### src/hw/lsed_params.svh
// Constants for the LED sink driver with on-the-fly fault detection.
`ifndef LSED_PARAMS_SVH
`define LSED_PARAMS_SVH
`define LSED_CH          16
`define LSED_MSB         15
`define LSED_CLK_NS      100
`define LSED_GATE_MIN_NS 120
`define LSED_GATE_CYC    ((`LSED_GATE_MIN_NS + `LSED_CLK_NS - 1)/`LSED_CLK_NS)
`define LSED_SETTLE_NS   200
`define LSED_SETTLE_CYC  ((`LSED_SETTLE_NS + `LSED_CLK_NS - 1)/`LSED_CLK_NS)
`define LSED_WORD_RST    16'h0000
`define LSED_CNT_RST     4'h0
`define LSED_CNT_MAX     4'hf
`define LSED_BUF_DEPTH   2
`define LSED_SYNC_W      36
// The gate bit resets to its idle (off) level, so no false gate follows reset.
`define LSED_SYNC_RST    36'h1_0000_0000
`define LSED_POS_SCLK    35
`define LSED_POS_SDI     34
`define LSED_POS_LATCH   33
`define LSED_POS_GATE    32
`endif

### src/hw/lsed_pkg.sv
// Types shared by the LED sink driver design.
package lsed_pkg;
    typedef logic [15:0] lsed_word_t;   // One bit per sink channel.
    typedef logic [3:0]  lsed_cnt_t;    // Saturating cycle counter.
    typedef logic [1:0]  lsed_fill_t;   // Buffer occupancy, 0 to 2.
endpackage

### src/hw/lsed_top.sv
// LED sink driver core: serial shift, latch, gating and fault reports.
`timescale 1ns/1ns
`include "lsed_params.svh"

module lsed_top
    import lsed_pkg::*;
(
    input  wire logic        clk,            // System clock, 10 MHz.
    input  wire logic        rst,            // Asynchronous reset, high.
    input  wire logic        serial_clk,     // Shift clock pin.
    input  wire logic        serial_in,      // Serial data pin.
    input  wire logic        latch_strobe,   // Latch strobe pin, high.
    input  wire logic        gate_n,         // Output gate pin, low on.
    input  wire logic [15:0] open_cmp,       // Output below open level.
    input  wire logic [15:0] short_cmp,      // Output above short level.
    output logic      [15:0] sink_output,    // Sink enables, high sinks.
    output logic             serial_out,     // Last shift stage.
    output logic             in_ready        // Input buffer has room.
);

    ////////////////////////////////////////////////////////////////////////
    // Rising-edge decode, used for both the shift clock and the strobe.
    function automatic logic rise(input logic cur, input logic prev);
        rise = cur & ~prev;
    endfunction

    ////////////////////////////////////////////////////////////////////////
    // Pin synchronisers. Every pin passes two flops before use.
    logic [35:0] sync1_r;     // First stage, read only by sync2_r.
    logic [35:0] sync2_r;     // Second stage, safe to use.
    logic [35:0] sync1_nxt;   // Next first stage.
    logic [35:0] sync2_nxt;   // Next second stage.
    logic        sclk_prev_r; // Shift clock one cycle ago.
    logic        la_prev_r;   // Strobe one cycle ago.
    logic        sclk_prev_nxt;
    logic        la_prev_nxt;

    // The comparators are analog and asynchronous, so they are synced too.
    always_comb begin
        sync1_nxt     = {serial_clk, serial_in, latch_strobe, gate_n,
                         open_cmp, short_cmp};
        sync2_nxt     = sync1_r;
        sclk_prev_nxt = sync2_r[`LSED_POS_SCLK];
        la_prev_nxt   = sync2_r[`LSED_POS_LATCH];
    end

    // Register the synchroniser stages.
    always_ff @(posedge clk or posedge rst) begin
        if (rst) begin
            sync1_r     <= `LSED_SYNC_RST;
            sync2_r     <= `LSED_SYNC_RST;
            sclk_prev_r <= 1'b0;
            la_prev_r   <= 1'b0;
        end else begin
            sync1_r     <= sync1_nxt;
            sync2_r     <= sync2_nxt;
            sclk_prev_r <= sclk_prev_nxt;
            la_prev_r   <= la_prev_nxt;
        end
    end

    logic       sclk_rise;  // Shift clock rising edge seen.
    logic       la_rise;    // Strobe rising edge seen.
    logic       gate_on;    // Gate pin is active (low).
    lsed_word_t open_flag;  // Per-channel open comparator.
    lsed_word_t short_flag; // Per-channel short comparator.

    assign sclk_rise = rise(sync2_r[`LSED_POS_SCLK], sclk_prev_r);
    assign la_rise   = rise(sync2_r[`LSED_POS_LATCH], la_prev_r);
    assign gate_on   = ~sync2_r[`LSED_POS_GATE];

    ////////////////////////////////////////////////////////////////////////
    // Two-entry input buffer. It absorbs a shift edge that lands while the
    // shift register is busy taking a fault report, so no bit is lost.
    logic       buf_r [0:1];  // Stored serial bits, entry 0 is oldest.
    logic       buf_nxt [0:1];
    lsed_fill_t fill_r;       // Entries held.
    lsed_fill_t fill_nxt;
    logic       rdy_r;        // Registered room flag.
    logic       rdy_nxt;
    logic       push;         // Edge arrives and room exists.
    logic       pop;          // Shift register takes the oldest bit.
    logic       busy;         // Shift register writes a fault this cycle.

    // Push, pop and shuffle; a pop moves entry 1 down to entry 0.
    always_comb begin
        buf_nxt[0] = buf_r[0];
        buf_nxt[1] = buf_r[1];
        fill_nxt   = fill_r;
        push       = sclk_rise & rdy_r;
        pop        = (fill_r != 2'h0) & ~busy;
        if (pop) begin
            buf_nxt[0] = buf_r[1];
            fill_nxt   = fill_r - 2'h1;
        end
        if (push) begin
            buf_nxt[fill_nxt[0]] = sync2_r[`LSED_POS_SDI];
            fill_nxt             = fill_nxt + 2'h1;
        end
        rdy_nxt = (fill_nxt != 2'h2);
    end

    // Register the buffer.
    always_ff @(posedge clk or posedge rst) begin
        if (rst) begin
            buf_r[0] <= 1'b0;
            buf_r[1] <= 1'b0;
            fill_r   <= 2'h0;
            rdy_r    <= 1'b1;
        end else begin
            buf_r[0] <= buf_nxt[0];
            buf_r[1] <= buf_nxt[1];
            fill_r   <= fill_nxt;
            rdy_r    <= rdy_nxt;
        end
    end

    ////////////////////////////////////////////////////////////////////////
    // Per-channel fault qualification from the two comparators.
    lsed_word_t latch_r;    // Display latch.
    lsed_word_t open_hit;   // Lit channel reads open.
    lsed_word_t short_hit;  // Dark channel reads short.

    assign open_flag  = sync2_r[31:16];
    assign short_flag = sync2_r[15:0];

    genvar ch;
    generate
        for (ch = 0; ch < `LSED_CH; ch = ch + 1) begin : g_chan
            // Both checks run side by side with no mode select.
            assign open_hit[ch]  = latch_r[ch] & open_flag[ch];
            assign short_hit[ch] = ~latch_r[ch] & short_flag[ch];
        end
    endgenerate

    ////////////////////////////////////////////////////////////////////////
    // Shift register, latch, check timers and fault write-back.
    lsed_word_t sr_r;        // Shift register.
    lsed_word_t sr_nxt;
    lsed_word_t latch_nxt;
    lsed_cnt_t  gate_cnt_r;  // Cycles the gate has been active.
    lsed_cnt_t  gate_cnt_nxt;
    lsed_cnt_t  settle_cnt_r; // Cycles since the last latch load.
    lsed_cnt_t  settle_cnt_nxt;
    logic       open_done_r;  // Open report made for this latch.
    logic       open_done_nxt;
    logic       short_done_r; // Short report made for this latch.
    logic       short_done_nxt;
    logic       settled;      // Outputs have had time to settle.
    logic       gate_long;    // Gate active long enough for open check.
    logic       do_open;      // Write open reports this cycle.
    logic       do_short;     // Write short reports this cycle.
    lsed_word_t out_nxt;
    logic       sout_nxt;

    // One report of each kind per latch load keeps the shifter from being
    // stalled forever by a fault that persists; a fresh load rearms it.
    always_comb begin
        sr_nxt         = sr_r;
        latch_nxt      = latch_r;
        gate_cnt_nxt   = gate_cnt_r;
        settle_cnt_nxt = settle_cnt_r;
        open_done_nxt  = open_done_r;
        short_done_nxt = short_done_r;
        settled   = (settle_cnt_r >= 4'(`LSED_SETTLE_CYC));
        gate_long = (gate_cnt_r >= 4'(`LSED_GATE_CYC));
        do_open   = settled & gate_long & ~open_done_r & ~la_rise;
        do_short  = settled & ~short_done_r & ~la_rise;
        busy      = do_open | do_short;
        // Gate timer counts active cycles and saturates.
        if (!gate_on) begin
            gate_cnt_nxt = `LSED_CNT_RST;
        end else if (gate_cnt_r != `LSED_CNT_MAX) begin
            gate_cnt_nxt = gate_cnt_r + 4'h1;
        end
        if (settle_cnt_r != `LSED_CNT_MAX) begin
            settle_cnt_nxt = settle_cnt_r + 4'h1;
        end
        if (la_rise) begin
            latch_nxt      = sr_r;
            settle_cnt_nxt = `LSED_CNT_RST;
            open_done_nxt  = 1'b0;
            short_done_nxt = 1'b0;
        end else if (busy) begin
            // Faults go straight into the shift copy, never the latch.
            if (do_open) begin
                sr_nxt        = sr_nxt & ~open_hit;
                open_done_nxt = 1'b1;
            end
            if (do_short) begin
                sr_nxt         = sr_nxt | short_hit;
                short_done_nxt = 1'b1;
            end
        end
        if (pop) begin
            sr_nxt = {sr_r[14:0], buf_r[0]};
        end
        // Lit when latched one and gated; dark channels stay off.
        out_nxt  = gate_on ? latch_r : `LSED_WORD_RST;
        sout_nxt = sr_nxt[`LSED_MSB];
    end

    // Register the datapath and outputs.
    always_ff @(posedge clk or posedge rst) begin
        if (rst) begin
            sr_r         <= `LSED_WORD_RST;
            latch_r      <= `LSED_WORD_RST;
            gate_cnt_r   <= `LSED_CNT_RST;
            settle_cnt_r <= `LSED_CNT_RST;
            open_done_r  <= 1'b1;
            short_done_r <= 1'b1;
            sink_output  <= `LSED_WORD_RST;
            serial_out   <= 1'b0;
        end else begin
            sr_r         <= sr_nxt;
            latch_r      <= latch_nxt;
            gate_cnt_r   <= gate_cnt_nxt;
            settle_cnt_r <= settle_cnt_nxt;
            open_done_r  <= open_done_nxt;
            short_done_r <= short_done_nxt;
            sink_output  <= out_nxt;
            serial_out   <= sout_nxt;
        end
    end

    assign in_ready = rdy_r;

endmodule // lsed_top
### config.mk
export PLATFORM = sky130hd
export DESIGN_NAME = lsed_top
export DESIGN_NICKNAME = d
export VERILOG_FILES = /design/src/hw/lsed_pkg.sv /design/src/hw/lsed_top.sv
export VERILOG_INCLUDE_DIRS = /design/src /design/src/hw
export SDC_FILE = /design/constraint.sdc
export NUM_CORES = 1
export LEC_CHECK = 0
export BUFFER_PORTS_ARGS = -buffer_cell sky130_fd_sc_hd__buf_2
export CAP_MARGIN = 25
export CORE_ASPECT_RATIO = 1.1
export CORE_MARGIN = 5
export CORE_UTILIZATION = 29
export DETAILED_ROUTE_END_ITERATION = 12
export GPL_ROUTABILITY_DRIVEN = 0
export SLEW_MARGIN = 20
export SYNTH_ARGS = -nofsm -noshare
export SYNTH_HDL_FRONTEND = slang
export SYNTH_SLANG_ARGS = --single-unit
### constraint.sdc
create_clock -name clk -period 7.4 [get_ports clk]
set_clock_uncertainty 0.2 [all_clocks]
set_input_delay 0.37 -clock clk [delete_from_list [all_inputs] [get_ports clk]]
set_output_delay 0.37 -clock clk [all_outputs]
set_load 0.005 [all_outputs]
==> metrics.txt <==
PostCTS Resize Cnt=0; H-tree depth=4; routed vias=between 2000 and 3000; post-synth cell types=38; antenna fix cells=0; Worst setup startpoint=gate_cnt_r[0]; initial core utilization=29.68%; Die Ht=146.0 µm; Synth top cells by count=dfrtp_1, nor3_1; sequential area share after synthesis=70.44%; met2 Use GR=17.81%; CP cell instances=inv_1 > ha_1 > nor4_4 > o211a_1 > or2_1 > xnor2_1 > ha_1 > mux2_2; DRT Wirelength=9.743 mm; maximum clock insertion buffer count=2; Via density=between 4 and 5; status=finished, final reports clean; Setup crit end kind=flip-flop; clk sinks=approximately 140; Die X=between 100 and 150 µm; pin count of the biggest net entering global routing=slightly above 70; Clock Pin Slew Worst Setup and Hold Paths=0.06 ns; Yosys top cell by area=dfrtp_1; Yosys reg bits=137; reported leakage power=0.002875 µW; Synth Warn #=0; Slew @ Worst Pin=a little over 0.9 ns; Post-synth ARST share=between 90% and 100%; Max Cap Violations=0; nets=473; Initial DRC Count=120; Post-Syn Area=0.004876 mm²; grt ovf=0; RSZ-0062 raised after global routing=false; Routed Antenna Nets=0; dominant synthesized flop cell=dfrtp_1; Syn Area/Cell=14.64 µm²; first-pass iteration count of the detailed router=4; top cells by area in the synthesized netlist=dfrtp_1, mux2_2, a211o_1; Post-synth EDFFs=0; Core Area=0.01643 mm²; Hold Crit Class=flip-flop to flip-flop; first-pass GRT wire length=16.59 mm; crit path launch type=flip-flop; count leader, synth=dfrtp_1; slowest stage delay, CP=a little over 0.8 ns; placement row count=49; CP Max Fanout=19; Critical Path RT=7.49 ns; Clk Latency, worst-skew pair=0.41 ns; CP top delay family=simple AND/OR/NAND/NOR gates; initial antenna violation count=0; vias in the first global route=3225; CTS buffer count=17; Max-slew headroom=38.22%; clock root buffer=clkbuf_16; met1 GRT Util=13.27%; I/O pin count=56; final core utilization=38.85%; most used cell, CP=ha_1; Tmin final=3.851 ns; gr busiest metal=met2; Synth Instances=approximately 330; Cell Pwr Density=398.7 mW/mm²; CTS tree=built; critical path arrival=slightly below 4 ns; share of layout cells above drive strength 1=roughly 26%; CP Class=flip-flop to flip-flop; Final setup viols=0; area grow syn2layout=30.92%; worst vdd ir=0.0001359 V; die area=0.01951 mm²; hold wc startpoint=sync1_r[14]; Mapped Nets=377; CP max-delay cell=nor4_4; share of the synthesized area in the top cell type=between 60% and 70%; Final Cycle Share=52.04%; Total Neg Setup Slack=0 ns; Slew Limit Fails=0; final hold vios=0; gr usage total=~11%; Buf+Inv Stages, Crit Path=1; dpl hpwl=around 6.3 mm; RR Startpoint=gate_cnt_r[0]; DRC viols=0; fmax=259.7 MHz; PortBufs=55; DR WL/cell=~15 µm; met3 usage=2.974%
==> flip-flops by register name, indices dropped and copies added (netlist names), named ones only <==
| name | count |
|---|---|
| fill_r | 2 |
| in_ready | 1 |
| sclk_prev_r | 1 |
| sink_output | 16 |
| open_done_r | 1 |
| sync1_r | 36 |
| gate_cnt_r | 4 |
| buf_r | 1 |
| sync2_r | 36 |
| short_done_r | 1 |
| sr_r | 16 |
| settle_cnt_r | 4 |
| latch_r | 16 |
| la_prev_r | 1 |
==> area by class of cell <==
cell class	count	area [µm²]
Clock inverter	11	217.7
Inverter	6	27.53
Tap cell	204	255.2
Timing Repair Buffer	95	668.1
Sequential cell	137	3435
Multi-Input combinational cell	172	1330
Fill cell	1552	10050
Clock buffer	21	450.4
==> what timing repair did <==
action                                 CTS  global route
endpoints found under the hold margin  100             0
setup endpoints to repair                0             0
buffers inserted                         0             0
hold buffers                            37             0
==> final timing paths <==
kind | cells after the start | endpoint | slack [ns]
min reg2reg | 0 | sync2_r[14] | 0.14
max reg2reg | 8 | flip-flop | 3.55
max | 8 | flip-flop | 3.55
min | 0 | sync2_r[14] | 0.14
max in group asynchronous | 4 | sink_output[8] | 5.29
min in group asynchronous | 3 | sync1_r[1] | 0.40
==> placed cells by master (no fill, tap or decap), types with 3 or more instances in the layout <==
| cell | Yosys | final |
|---|---|---|
| nand3b_1 | 16 | 16 |
| clkbuf_16 | 0 | 17 |
| nor3b_1 | 17 | 17 |
| dfrtp_1 | 132 | 132 |
| ha_1 | 6 | 6 |
| nor3_1 | 19 | 19 |
| nor2b_1 | 17 | 17 |
| dfstp_2 | 5 | 5 |
| xnor2_1 | 4 | 4 |
| o41ai_1 | 16 | 16 |
| nand3_1 | 4 | 4 |
| a211oi_1 | 3 | 3 |
| mux2_2 | 17 | 17 |
| a211o_1 | 17 | 17 |
| bufinv_16 | 0 | 6 |
| mux2i_1 | 3 | 3 |
| buf_2 | 5 | 55 |
| nor2_1 | 13 | 13 |
| buf_4 | 2 | 3 |
| dlygate4sd3_1 | 0 | 37 |
| clkbuf_1 | 9 | 3 |
| inv_1 | 6 | 5 |
==> report_power, final <==
group | internal [µW] | leakage, µW | switching (µW)
Clock | 642 | 0.000318 | 304
Combinational | 275 | 0.000912 | 267
Sequential | 918 | 0.00164 | 140
Total | 1830 | 0.00287 | 710
==> cells by family after synthesis <==
| family | after synthesis | share of synthesized area [%] |
|---|---|---|
| muxes | 20 | 4.542 |
| buffers and inverters | 24 | 2.283 |
| AOI/OAI and AO/OA | 43 | 7.544 |
| DFF | 137 | 70.44 |
| adders and majority gates | 6 | 1.540 |
| xor gates and xnor gates | 5 | 0.8981 |
| and+or+nand+nor | 98 | 12.75 |
==> routing by layer <==
metal	routed length (µm)	part of all wire (%)	vias up
met3	351	3.6	16
met1	4289	44	1481
met4	198	2.0	0
met2	4904	50	66
li1	-	-	1381
met5	0	0	-
==> through the flow <==
step / power [µW] / instances / worst slack (ns) / hold slack [ns] / cell area (µm²)
2_1_floorplan: 1448 / 333 / 3.170 / 0.1312 / 4876
3_3_place_gp: 1578 / 577 / 3.688 / 0.1335 / 5345
3_5_place_dp: 1603 / 577 / 3.588 / 0.1347 / 5345
4_1_cts: 2575 / 646 / 3.565 / 0.1467 / 6384
5_1_grt: 2688 / 646 / 3.288 / 0.1502 / 6384
6_report: 2545 / 646 / 3.549 / 0.1420 / 6384
Power figures use the tool's default switching activity.
